### src/design/spll_defines.svh
// constants of the secondary pll lock status block: offsets, fields, resets
// assumes a 32-bit avalon-mm slave with byte addresses = 4 * register index
//
// How it works
// - lock state reported in status bit 6
// - lock merges four enabled phase-loss indicators
// - fine detector counts only when enabled
// - no-activity counts only when enabled
// - frequency-limit hit counts only when enabled
// - coarse loss latches lock low until disabled
`ifndef SPLL_DEFINES_SVH
`define SPLL_DEFINES_SVH

`define SPLL_ADDR_W        10
// register indices; byte address is four times the index
`define SPLL_IDX_OPSTATUS  8'h09
`define SPLL_IDX_PHLOSS    8'h73
`define SPLL_IDX_COARSE    8'h74
`define SPLL_IDX_FREQLIM   8'h40
`define SPLL_IDX_IRQ_STAT  8'h80
`define SPLL_IDX_IRQ_MASK  8'h81

// field positions
`define SPLL_BIT_LOCK      6
`define SPLL_BIT_FINE_EN   7
`define SPLL_BIT_NOACT_EN  6
`define SPLL_BIT_COARSE_EN 7
`define SPLL_BIT_FLIM_EN   7
`define SPLL_BIT_IRQ_LOST  0
`define SPLL_BIT_IRQ_GAIN  1

// reset values
`define SPLL_RST_LOCK      1'b1
`define SPLL_RST_EN        1'b1
`define SPLL_RST_MASK      2'h0

`endif

### src/design/spll_pkg.sv
// types of the secondary pll lock status block
// assumes spll_defines.svh supplies all numbers
package spll_pkg;
    // bus access phase of the register slave
    typedef enum logic [1:0] {
        SPLL_IDLE = 2'h1,
        SPLL_ACK  = 2'h2
    } spll_bus_e;
    typedef logic [31:0] spll_word_t;
endpackage

### src/design/spll_lock_status.sv
// secondary digital pll lock status with its enables, irq and avalon slave
// assumes the four phase-loss indicators are on clock_i, one word per access
`timescale 1ns/10ps
`default_nettype none
`include "spll_defines.svh"
module spll_lock_status
    import spll_pkg::*;
(
    input  wire logic                    clock_i,
    input  wire logic                    rst_b_i,
    input  wire logic [`SPLL_ADDR_W-1:0] address_i,
    input  wire logic                    read_i,
    input  wire logic                    write_i,
    input  wire logic [31:0]             writedata_i,
    output var  logic [31:0]             readdata_o,
    output var  logic                    waitrequest_o,
    input  wire logic                    fine_phase_loss_i,
    input  wire logic                    no_activity_i,
    input  wire logic                    freq_limit_i,
    input  wire logic                    coarse_phase_loss_i,
    output var  logic                    secondary_pll_locked_o,
    output var  logic                    irq_o
);
    spll_bus_e   bus_r;
    logic        fine_en_r;
    logic        noact_en_r;
    logic        coarse_en_r;
    logic        flim_en_r;
    logic [1:0]  irq_mask_r;
    logic [1:0]  irq_stat;
    logic        coarse_held;
    logic        lock_nxt;
    logic        req;
    logic        take;
    logic [7:0]  idx;
    spll_word_t  rdata_nxt;

    assign req  = read_i | write_i;
    assign take = req & (bus_r == SPLL_ACK);
    assign idx  = address_i[`SPLL_ADDR_W-1:2];

    // waitrequest is high on the first cycle of a request, low on the second
    always_ff @(posedge clock_i or negedge rst_b_i) begin
        if (!rst_b_i) begin
            bus_r         <= SPLL_IDLE;
            waitrequest_o <= 1'b1;
        end else begin
            case (bus_r)
                SPLL_IDLE: begin
                    if (req) begin
                        bus_r         <= SPLL_ACK;
                        waitrequest_o <= 1'b0;
                    end
                end
                SPLL_ACK: begin
                    bus_r         <= SPLL_IDLE;
                    waitrequest_o <= 1'b1;
                end
                default: begin
                    bus_r         <= SPLL_IDLE;
                    waitrequest_o <= 1'b1;
                end
            endcase
        end
    end

    // enable controls and the irq mask, written through the slave
    always_ff @(posedge clock_i or negedge rst_b_i) begin
        if (!rst_b_i) begin
            fine_en_r   <= `SPLL_RST_EN;
            noact_en_r  <= `SPLL_RST_EN;
            coarse_en_r <= `SPLL_RST_EN;
            flim_en_r   <= `SPLL_RST_EN;
            irq_mask_r  <= `SPLL_RST_MASK;
        end else if (take && write_i) begin
            case (idx)
                `SPLL_IDX_PHLOSS: begin
                    fine_en_r  <= writedata_i[`SPLL_BIT_FINE_EN];
                    noact_en_r <= writedata_i[`SPLL_BIT_NOACT_EN];
                end
                `SPLL_IDX_COARSE:   coarse_en_r <= writedata_i[`SPLL_BIT_COARSE_EN];
                `SPLL_IDX_FREQLIM:  flim_en_r   <= writedata_i[`SPLL_BIT_FLIM_EN];
                `SPLL_IDX_IRQ_MASK: irq_mask_r  <= writedata_i[1:0];
                default: ;  // unmapped writes are dropped
            endcase
        end
    end

    // coarse loss is held until the detector is switched off
    spll_sticky u_coarse_hold (
        .clock_i   (clock_i),
        .rst_b_i   (rst_b_i),
        .rst_val_i (1'b0),
        .set_i     (coarse_en_r & coarse_phase_loss_i),
        .clr_i     (~coarse_en_r),
        .flag_o    (coarse_held)
    );

    // lock merges the four indicators, each gated by its enable
    always_comb begin
        lock_nxt = 1'b1;
        if (fine_en_r && fine_phase_loss_i) begin
            lock_nxt = 1'b0;
        end
        if (noact_en_r && no_activity_i) begin
            lock_nxt = 1'b0;
        end
        if (flim_en_r && freq_limit_i) begin
            lock_nxt = 1'b0;
        end
        // the hold is gated by the enable too, so disabling frees lock at once
        if (coarse_en_r && (coarse_held || coarse_phase_loss_i)) begin
            lock_nxt = 1'b0;
        end
    end

    // lock is registered once; the read path and the pin share it
    always_ff @(posedge clock_i or negedge rst_b_i) begin
        if (!rst_b_i) begin
            secondary_pll_locked_o <= `SPLL_RST_LOCK;
        end else begin
            secondary_pll_locked_o <= lock_nxt;
        end
    end

    // lock lost and lock gained events, write one to clear
    spll_sticky u_irq_lost (
        .clock_i   (clock_i),
        .rst_b_i   (rst_b_i),
        .rst_val_i (1'b0),
        .set_i     (secondary_pll_locked_o & ~lock_nxt),
        .clr_i     (take & write_i & (idx == `SPLL_IDX_IRQ_STAT)
                    & writedata_i[`SPLL_BIT_IRQ_LOST]),
        .flag_o    (irq_stat[`SPLL_BIT_IRQ_LOST])
    );
    spll_sticky u_irq_gain (
        .clock_i   (clock_i),
        .rst_b_i   (rst_b_i),
        .rst_val_i (1'b0),
        .set_i     (~secondary_pll_locked_o & lock_nxt),
        .clr_i     (take & write_i & (idx == `SPLL_IDX_IRQ_STAT)
                    & writedata_i[`SPLL_BIT_IRQ_GAIN]),
        .flag_o    (irq_stat[`SPLL_BIT_IRQ_GAIN])
    );

    // level interrupt, registered so the pin never glitches
    always_ff @(posedge clock_i or negedge rst_b_i) begin
        if (!rst_b_i) begin
            irq_o <= 1'b0;
        end else begin
            irq_o <= |(irq_stat & irq_mask_r);
        end
    end

    // read mux; other fields of the status word are not this block's and read 0
    always_comb begin
        rdata_nxt = 32'h0;
        case (idx)
            `SPLL_IDX_OPSTATUS: rdata_nxt[`SPLL_BIT_LOCK] = secondary_pll_locked_o;
            `SPLL_IDX_PHLOSS: begin
                rdata_nxt[`SPLL_BIT_FINE_EN]  = fine_en_r;
                rdata_nxt[`SPLL_BIT_NOACT_EN] = noact_en_r;
            end
            `SPLL_IDX_COARSE:   rdata_nxt[`SPLL_BIT_COARSE_EN] = coarse_en_r;
            `SPLL_IDX_FREQLIM:  rdata_nxt[`SPLL_BIT_FLIM_EN]   = flim_en_r;
            `SPLL_IDX_IRQ_STAT: rdata_nxt[1:0] = irq_stat;
            `SPLL_IDX_IRQ_MASK: rdata_nxt[1:0] = irq_mask_r;
            default:            rdata_nxt = 32'h0;
        endcase
    end

    // data is loaded as waitrequest falls so it stands at the taking edge
    always_ff @(posedge clock_i or negedge rst_b_i) begin
        if (!rst_b_i) begin
            readdata_o <= 32'h0;
        end else if (req && bus_r == SPLL_IDLE) begin
            readdata_o <= rdata_nxt;
        end
    end
endmodule
`default_nettype wire

### src/design/spll_sticky.sv
// one sticky flag where a set in the clearing cycle wins
// assumes set and clear come from logic on clock_i
`timescale 1ns/10ps
`default_nettype none
module spll_sticky (
    input  wire logic clock_i,
    input  wire logic rst_b_i,
    input  wire logic rst_val_i,
    input  wire logic set_i,
    input  wire logic clr_i,
    output var  logic flag_o
);
    // set beats clear so an event in the clearing cycle survives
    always_ff @(posedge clock_i or negedge rst_b_i) begin
        if (!rst_b_i) begin
            flag_o <= 1'b0;
        end else if (set_i) begin
            flag_o <= 1'b1;
        end else if (clr_i) begin
            flag_o <= 1'b0;
        end
    end
    // rst_val_i is a spare tied low at every instance; reset stays a constant
    wire logic unused_rst_val;
    assign unused_rst_val = rst_val_i;
endmodule
`default_nettype wire

### config.mk
export PLATFORM = sky130hd
export DESIGN_NAME = spll_lock_status
export DESIGN_NICKNAME = d
export VERILOG_FILES = /design/src/design/spll_pkg.sv /design/src/design/spll_lock_status.sv /design/src/design/spll_sticky.sv
export VERILOG_INCLUDE_DIRS = /design/src /design/src/design
export SDC_FILE = /design/constraint.sdc
export NUM_CORES = 1
export LEC_CHECK = 0
export ABC_AREA = 1
export BUFFER_PORTS_ARGS = -buffer_cell sky130_fd_sc_hd__clkbuf_2
export CORE_MARGIN = 5
export CORE_UTILIZATION = 40
export CTS_CLUSTER_DIAMETER = 50
export DETAILED_ROUTE_END_ITERATION = 8
export PLACE_DENSITY = 0.89
export SYNTH_ARGS = -nofsm -noshare
export SYNTH_HDL_FRONTEND = slang
export SYNTH_HIERARCHICAL = 1
export SYNTH_SLANG_ARGS = --single-unit
### constraint.sdc
create_clock -name clock_i -period 2.7 [get_ports clock_i]
set_clock_uncertainty 0.15 [all_clocks]
set_input_delay 0.27 -clock clock_i [delete_from_list [all_inputs] [get_ports clock_i]]
set_output_delay 0.27 -clock clock_i [all_outputs]
set_load 0.02 [all_outputs]
==> impl_results.md, run 1 <==
* Crit end category: register
* Synth warn at 6
* Routed length per instance at 9.81 um
* I/O pins at 85
* GP Congestion at 0.779
* Seq/Total Area, Yosys at 36.9%
* Fillcell total at 291
* Vias at ~960
* Data arrival, critical path at 1.60 ns
* Most frequent cells after synthesis: 44 x nand2_1, 28 x buf_4, 21 x inv_1
* CTS tree: yes
* Final Cycle Share at 55.9%
* Required time worst endpoint at 2.79 ns
* Clock transition at path regs at around 0.1 ns
* Final worst slack at approximately 1.2 ns
* Flops & latches, synth at 17
* Synth top area share at 23.5%
* DR vias/cell at 4.29
* Post-layout minimum cycle time at ~1.5 ns
* Worst Path Buf+Inv at 3
* Gate Count Post-Synth at 161
* CTS Buf Count at 3
* Type of the worst setup path: register to register
* Syn avg cell area at 7.29 um^2
* Number of flops mapped to enable cells by yosys at 0
* Clk buf depth at 2
* CTS Root Cell: clkbuf_4
* Pre-antenna DRT Iters at 4
* Hpwl dp at 1820 um
* Synth-to-layout area growth at 9.06%
* Initial core utilization at approximately 42%
* RSZ-0062 raised after global routing: no
* Setup violators final at 0
* Final instance area at about 0.0013 mm^2
* Power per cell area at approximately 510 mW/mm^2
* Die Y at approximately 64 um
* Drt drc at 0
* Maxcap violations at 0
* Global-route wire length before repair at 3480 um
* Synth Flop Type: dfrtp_1
* Cell with the most instances after synthesis: nand2_1
* Fmax at about 0.66 GHz
* Crit-path cells: inv_1 > nand3_1 > clkinv_1 > nand3_1 > nor2_1 > inv_1 > nand2_1 > nand2_1
* Port Buffer Count at 26
* Initial DRC count at 17
* Row count at 19
* Antenna violations before repair at 0
* Die ar. at approximately 0.004 mm^2
* Final Hold Fails at 0
* CP Max Fanout at 5
* Dpl ws at ~1.2 ns
* Multi-input gate area at 542 um^2
* Asr flop ratio synth at 100%
* Later-pin clock latency in the skew report at slightly below 0.3 ns
* H-tree lvl count at 1
* Mapped cell area at 0.00117 mm^2
* Largest area contributor in the netlist: dfrtp_1
* Leak at 0.746 nW
* Fin nets at 243
* Crit start category: register
* Share of cells above drive strength 1 at 25.0%
* Number of global-route vias before repair at just over 800
* Clock sinks at 17
* Maximum vdd drop at 0.000383 V
* Max stage delay on crit path at roughly 0.54 ns
* All-layer global routing usage at 10.5%
* CP delay by family, top: flip-flops
* Die width at approximately 64 um
* Slowest CP cell: dfstp_2
* Worst Hold Class: primary input to register
* # diodes at 0
* Cell variety after synth at 21
* Placed cell area at 0.00123 mm^2
* Routed Antenna Nets at 0
* GR Overflow Total at 0
* Setup tns final at 0 ns
* Top cells by area, synth: dfrtp_1 23%, buf_4 18%, nand2_1 14%, dfstp_2 13%, inv_1 6.7%
* Core ar. at 0.00278 mm^2
* Count of final max-slew check failures at 0
* Largest net degree at the start of global routing at 18
* Total wire length at 2190 um
* Sequential Area at 433 um^2
* Status: completed
==> worst reg2reg max path: stages (launching register included) <==
cell and delay [ns]:
dfstp_2 0.54, inv_1 0.05, nand3_1 0.16, clkinv_1 0.21
nand3_1 0.15, nor2_1 0.05, inv_1 0.05, nand2_1 0.04
nand2_1 0.06
==> power breakdown <==
group          total, mW  internal, mW  switching (mW)
clock              0.137        0.0575          0.0794
sequential         0.307         0.290          0.0171
combinational      0.211        0.0654           0.146
total              0.655         0.413           0.242
==> cells by family (layout without fill, tap and decap cells) <==
group / Yosys count / count (layout) / share of synthesized area (%)
AND/OR/NAND/NOR: 85 / 85 / 34.3
buffers and inverters: 52 / 56 / 25.6
flip-flops: 17 / 17 / 36.9
AO/OA/AOI/OAI: 6 / 6 / 2.88
other: 1 / 28 / 0.320
==> state kept, by name, indices dropped and copies added (netlist names) <==
signal                  cells
readdata_o                  4
bus_r                       2
irq_mask_r                  2
coarse_en_r                 1
fine_en_r                   1
flim_en_r                   1
irq_o                       1
noact_en_r                  1
secondary_pll_locked_o      1
u_coarse_hold/flag_o        1
u_irq_gain/flag_o           1
u_irq_lost/flag_o           1
==> what timing repair did <==
item	CTS	global route
gates resized for setup	0	0
hold buffers	2	0
buffers inserted	0	0
endpoints found under the hold margin	12	0
==> area by class of cell <==
type	count	share of cell area, %
Clock buffer	4	2.05
Inverter	24	7.04
Multi-Input combinational cell	119	42.3
Sequential cell	17	33.8
Tap cell	31	3.03
Timing Repair Buffer	28	11.7
==> metrics by stage <==
stage | instances | power [mW] | util (%) | hold WS, ns
after floorplan | 188 | 0.497 | - | -0.176
after detailed placement | 217 | 0.524 | 44.4 | 0.0783
after CTS | 223 | 0.664 | 46.0 | 0.0282
after global routing | 223 | 0.697 | 46.0 | 0.0470
final | 223 | 0.655 | 46.0 | 0.0358
after global placement | 217 | 0.515 | 44.4 | 0.0584
==> final timing paths <==
path | slack, ns | start | end | cells past startpoint
worst max-delay path | 1.19 | bus_r[0] | u_irq_gain/flag_o | 8
worst min-delay path | 0.04 | writedata_i[7] | fine_en_r | 3
worst max register to register | 1.19 | bus_r[0] | u_irq_gain/flag_o | 8
worst min register to register | 0.33 | flim_en_r | flim_en_r | 2
max in group asynchronous | 1.80 | rst_b_i | coarse_en_r | 2
min in group asynchronous | 0.28 | rst_b_i | bus_r[1] | 2
==> routing by layer <==
metal	GRT usage, %	part of all wire (%)	vias up
met5	0	0	-
met4	1.53	0.41	0
li1	-	-	489
met2	17.7	52	30
met1	12.4	40	436
met3	4.73	8.4	2
==> placed cells by master (no fill, tap or decap) <==
master          n
a22o_1          1
and2_1          1
clkbuf_1        1
clkbuf_2       26
clkbuf_4        3
clkinv_1        1
conb_1         28
dfrtp_1        11
dfstp_2         6
dlygate4sd3_1   2
inv_1          21
inv_2           2
nand2_1        44
nand2_2         2
nand3_1        14
nand3_2         1
nor2_1         14
nor2_2          3
nor2_4          3
nor2_8          1
nor3_1          1
o21ai_0         3
o21ai_1         2
or2_4           1
No activity file was read; power rests on OpenSTA's default activity.
==> run 2, diff against run 1 <==
==> constraint.sdc (replaced) <==
create_clock -name clock_i -period 1.51 [get_ports clock_i]
set_clock_uncertainty 0.15 [all_clocks]
set_input_delay 0.151 -clock clock_i [delete_from_list [all_inputs] [get_ports clock_i]]
set_output_delay 0.151 -clock clock_i [all_outputs]
set_load 0.02 [all_outputs]
==> impl_results.md, run 2 (same netlist as run 1, synthesis figures left out) <==
* Drt drc at 0 (unchanged)
* Clock sinks at 17 (unchanged)
* CTS tree: yes
* Worst Hold Class: primary input to register
* Later-pin clock latency in the skew report at 0.29 ns (about the same)
* Setup violators final at 0 (unchanged)
* H-tree lvl count at 1 (unchanged)
* Crit end category: register
* Routed length per instance at 9.41 um (-4.1%)
* Commonest non-fill, non-tap cell in the layout: nand2_1
* Die Y at 64.2 um (unchanged)
* Synth-to-layout area growth at 13.2%
* Post-CTS Setup Repair Bufs at 0 (unchanged)
* Pre-antenna DRT Iters at 4 (unchanged)
* Setup tns final at 0 ns (unchanged)
* Post-layout minimum cycle time at 1.43 ns (-0.0796 ns)
* Placed cell count at 218 (+0.46%)
* Port Buffer Count at 26 (unchanged)
* Status: completed
* Fin nets at 248 (+2.1%)
* Required time worst endpoint at 1.54 ns (-1.25 ns)
* Power per cell area at 883 mW/mm^2 (+72%)
* Crit start category: register
* Global-route wire length before repair at 3440 um (-1.2%)
* Data arrival, critical path at 1.46 ns (-0.14 ns)
* Vias at 951 (-0.63%)
* GR Overflow Total at 0 (unchanged)
* Clock transition at path regs at 0.10 ns (about the same)
* Max reg flops at 4 (unchanged)
* Core ar. at 0.00278 mm^2 (unchanged)
* CTS Buf Count at 3 (unchanged)
* Biggest register: readdata_o
* Top flop regs: readdata_o x4, bus_r x2, irq_mask_r x2
* GP Congestion at 0.780 (+0.17%)
* Row count at 19 (unchanged)
* Fmax at 0.699 GHz (+5.6%)
* Die ar. at 0.00412 mm^2 (unchanged)
* Leak at 0.774 nW (+3.8%)
* Final core utilization at 47.8% (+1.8 points)
* Maxcap violations at 0 (unchanged)
* Type of the worst setup path: register to register
* Share of cells above drive strength 1 at 25.9% (+0.89 points)
* Clk buf depth at 2 (unchanged)
* Final Hold Fails at 0 (unchanged)
* CTS Root Cell: clkbuf_4
* Initial DRC count at 14 (-3)
* Largest net degree at the start of global routing at 18 (unchanged)
* Hpwl dp at 1820 um (about the same)
* I/O pins at 85 (unchanged)
* Number of global-route vias before repair at 868 (+5.1%)
* Final Cycle Share at 94.7% (+39 points)
* Routed Antenna Nets at 0 (unchanged)
* Die width at 64.2 um (unchanged)
* CP Max Fanout at 7 (+2)
* Non-filler cells, final at 228 (+2.2%)
* All-layer global routing usage at 10.2% (-0.28 points)
* # diodes at 0 (unchanged)
* Fillcell total at 282 (-3.1%)
* Maximum vdd drop at 0.000714 V (+86%)
* Total wire length at 2150 um (-2.0%)
* Most frequent cells in the layout: 44 x nand2_1, 28 x conb_1, 26 x clkbuf_2
* Initial core utilization at 42.2% (unchanged)
* Count of final max-slew check failures at 0 (unchanged)
* RSZ-0062 raised after global routing: no
* Antenna violations before repair at 0 (unchanged)
* DR vias/cell at 4.17 (-2.8%)
## run 2: cell types whose count changed in the layout (fill, tap and decap cells not counted)
cell	before	now
inv_2	2	3
clkinv_1	1	0
clkinv_2	0	1
buf_4	0	1
clkbuf_1	1	0
dlygate4sd3_1	2	6
## run 2: where the power goes
part           internal [mW]  switching, mW  leakage (nW)
combinational          0.127          0.263         0.550
sequential             0.518         0.0289         0.206
clock                 0.0985          0.137        0.0177
## run 2: worst max-delay path: stages (launching register included)
cell     delay (ns)
dfstp_2        0.54
inv_1          0.05
or2_4          0.25
nor2_8         0.14
nand2_1        0.07
nor2_1         0.09
nor2_1         0.04
## run 2: final cells by class
class	count	area, um^2	share of cell area (%)
sequential	17	433	32.6
tap	31	38.8	2.92
clock inverter	1	5.00	0.377
inverter	24	90.1	6.78
clock buffer	3	22.5	1.69
multi-input combinational	119	542	40.8
timing repair buffer	33	198	14.9
## run 2: repair_timing
item,CTS,global route
endpoints found under the hold margin,24,0
hold buffers,6,0
resized for setup,0,1
endpoints found under the setup margin,0,2
## run 2: metrics by stage
step / hold WS, ns / area [um^2] / worst slack, ns / total power, mW
floorplan: -0.295 / 1270 / 0.0697 / 0.888
global placement: -0.0601 / 1240 / 0.116 / 0.925
detailed placement: -0.0552 / 1240 / 0.0983 / 0.937
CTS: 0.00194 / 1330 / 0.0676 / 1.19
global route: 0.0309 / 1330 / 0.0241 / 1.25
finish: 0.0117 / 1330 / 0.0799 / 1.17
## run 2: worst paths after layout
check,from,to,slack [ns],cells past startpoint
setup reg to reg,bus_r[0],readdata_o[7],0.08,6
setup / recovery,bus_r[0],readdata_o[7],0.08,6
hold reg to reg,u_coarse_hold/flag_o,u_coarse_hold/flag_o,0.33,2
max in group asynchronous,rst_b_i,flim_en_r,0.72,2
hold / removal,fine_phase_loss_i,secondary_pll_locked_o,0.01,4
min in group asynchronous,rst_b_i,irq_mask_r[0],0.15,2
## run 2: metal layers
metal | up-vias | global-route usage [%] | wire length [um]
met2 | 28 | 19.0 | 1180
li1 | 502 | - | -
met4 | 0 | 1.02 | 0
met1 | 421 | 11.3 | 765
met3 | 0 | 3.85 | 198
met5 | - | 0 | 0
==> run 3, diff against run 2 <==
--- a/config.mk
+++ b/config.mk
@@ -7,12 +7,13 @@
 export NUM_CORES = 1
 export LEC_CHECK = 0
 export ABC_AREA = 1
-export BUFFER_PORTS_ARGS = -buffer_cell sky130_fd_sc_hd__clkbuf_2
 export CORE_MARGIN = 5
 export CORE_UTILIZATION = 40
 export CTS_CLUSTER_DIAMETER = 50
 export DETAILED_ROUTE_END_ITERATION = 8
-export PLACE_DENSITY = 0.89
+export DONT_BUFFER_PORTS = 1
+export PLACE_DENSITY = 0.64
+export RECOVER_POWER = 100
 export SYNTH_ARGS = -nofsm -noshare
 export SYNTH_HDL_FRONTEND = slang
 export SYNTH_HIERARCHICAL = 1
==> impl_results.md, run 3 (same netlist as run 1, synthesis figures left out) <==
* Max reg flops at 4 (unchanged)
* CTS tree: yes
* Die Y at 64.2 um (unchanged)
* GRT met1 Usage at 13.2% (+1.9 points)
* Worst Hold Class: primary input to register
* Vias at 933 (-1.9%)
* Row count at 19 (unchanged)
* Synth-to-layout area growth at 9.06%
* Clock sinks at 17 (unchanged)
* CP Max Fanout at 7 (unchanged)
* Grt met3 use at 4.73% (+0.88 points)
* Share of cells above drive strength 1 at 9.94% (-16 points)
* Pre-antenna DRT Iters at 4 (unchanged)
* Hold Path Stages at 5 (+1)
* Crit-path cells: inv_1 > or2_4 > nor2_8 > nand2_1 > nor2_1 > nor2_1
* All-layer global routing usage at 11.2% (+1.0 points)
* Gate power share at 29.5% (-3.8 points)
* Total wire length at 2310 um (+7.8%)
* I/O pins at 85 (unchanged)
* Most frequent cells in the layout: 44 x nand2_1, 28 x conb_1, 22 x inv_1
* Crit start category: register
* CP delay by family, top: simple AND/OR/NAND/NOR gates
* DR vias/cell at 4.40 (+5.5%)
* Rel. slew slack at 50.5%
* Final Cycle Share at 93.2% (-1.5 points)
* Top flop regs: readdata_o x4, bus_r x2, irq_mask_r x2
* Final Hold Fails at 0 (unchanged)
* # diodes at 0 (unchanged)
* Sw Ratio at 36.3% (-0.33 points)
* Min-delay src: address_i[5]
* Fin nets at 232 (-6.5%)
* Required time worst endpoint at 1.55 ns (about the same)
* RSZ-0062 raised after global routing: no
* Count of final max-slew check failures at 0 (unchanged)
* Drt drc at 0 (unchanged)
* Commonest non-fill, non-tap cell in the layout: nand2_1
* Internal power at 0.730 mW (-1.8%)
* Stages on worst setup path at 6 (unchanged)
* GRT Max-Usage Layer: met2
* Worst Path Buf+Inv at 1 (unchanged)
* Post-layout minimum cycle time at 1.41 ns (-0.0224 ns)
* Crit Reg-Reg Startpoint: bus_r[0]
* Final hold slack at 0.0373 ns (+0.0256 ns)
* Slowest CP cell: dfstp_2
* Initial core utilization at 42.2% (unchanged)
* Clock transition at path regs at 0.09 ns (about the same)
* Setup violators final at 0 (unchanged)
* CTS Root Cell: clkbuf_4
* Power per cell area at 895 mW/mm^2 (+1.4%)
* Max stage delay on crit path at 0.54 ns (about the same)
* Hpwl dp at 1800 um (-1.4%)
* Antenna violations before repair at 0 (unchanged)
* Maxcap violations at 0 (unchanged)
* Core ar. at 0.00278 mm^2 (unchanged)
* Worst slew pin tran at approximately 0.74 ns
* Routed Antenna Nets at 0 (unchanged)
* Status: completed
* Fmax at 0.710 GHz (+1.6%)
* Die width at 64.2 um (unchanged)
* Biggest register: readdata_o
* Routed length per instance at 10.9 um (+16%)
* R2r setup slk at 0.10 ns (+0.02 ns)
* Crit end category: register
* Largest net degree at the start of global routing at 18 (unchanged)
* Die ar. at 0.00412 mm^2 (unchanged)
* Data arrival, critical path at 1.44 ns (-0.02 ns)
* Worst Setup SP: bus_r[0]
* H-tree lvl count at 1 (unchanged)
* CTS Buf Count at 3 (unchanged)
* Switching power at 0.416 mW (-3.2%)
* Clock power share at 20.7% (+0.6 points)
* GP Congestion at 0.780 (about the same)
* GR Overflow Total at 0 (unchanged)
* Port Buffer Count at 0 (-100%)
* R2R depth at 6 (unchanged)
* Maximum vdd drop at 0.000629 V (-12%)
* Clk buf depth at 2 (unchanged)
* Number of global-route vias before repair at 883 (+1.7%)
* Most used cell, CP: nor2_1
* Met2 usage at 18.3% (-0.63 points)
* Setup tns final at 0 ns (unchanged)
* Later-pin clock latency in the skew report at 0.28 ns (about the same)
* Part of the power in registers at 49.8% (+3.2 points)
* Initial DRC count at 42 (+28)
* Leak at 0.699 nW (-9.7%)
* Global-route wire length before repair at 3740 um (+8.8%)
* Type of the worst setup path: register to register
[run 3: cell types whose count changed in the layout (fill, tap and decap cells not counted), sizes merged]
cell and change:
clkinv -1, clkbuf -23, dlygate4sd3 +9, buf -1
[run 3: layout make-up]
class	count	area (um^2)
fill	286	1500
multi-input combinational	119	534
sequential	17	433
timing repair buffer	17	158
inverter	24	90.1
tap	31	38.8
clock buffer	4	26.3
[run 3: per-layer routing]
| metal | part of all wire, % | vias to the layer above |
|---|---|---|
| li1 | - | 469 |
| met1 | 40 | 417 |
| met2 | 49 | 39 |
| met3 | 8.9 | 8 |
| met4 | 2.5 | 0 |
| met5 | 0 | - |
[run 3: worst min-delay path, stage by stage]
cell and delay [ns]:
inv_1 0.03, nand2_1 0.06, nor2_1 0.06, nand3_1 0.08, o21ai_0 0.08
[run 3: path summary, 6_finish.rpt]
kind	to
max in group asynchronous	u_irq_gain/flag_o
worst min register to register	u_coarse_hold/flag_o
worst min-delay path	coarse_en_r
worst max-delay path	readdata_o[7]
min in group asynchronous	irq_o
worst max register to register	readdata_o[7]
[run 3: stage by stage]
| stage | instance area, um^2 | setup slack, ns | power [mW] | std cells | utilization [%] |
|---|---|---|---|---|---|
| 6_report | 1280 | 0.102 | 1.15 | 212 | 46.0 |
| 5_1_grt | 1280 | 0.0202 | 1.23 | 212 | 46.0 |
| 4_1_cts | 1290 | 0.0902 | 1.18 | 212 | 46.6 |
| 3_5_place_dp | 1120 | 0.105 | 0.890 | 193 | 40.2 |
| 3_3_place_gp | 1120 | 0.113 | 0.883 | 193 | 40.2 |
| 2_1_floorplan | 1270 | 0.0697 | 0.888 | 188 | - |
[run 3: power groups by stage]
stage / logic, mW / clock network (mW) / registers (mW)
after floorplan: 0.301 / 0 / 0.587
after global placement: 0.303 / 0 / 0.581
after detailed placement: 0.308 / 0 / 0.581
after CTS: 0.352 / 0.251 / 0.573
after global routing: 0.377 / 0.271 / 0.578
final: 0.338 / 0.238 / 0.570
[run 3: timing repair]
action	4_1_cts	5_1_grt
hold buffers	15	0
hold endpoints to repair	28	0
setup buffers	0	0
endpoints found under the setup margin	0	2
resized for setup	0	1
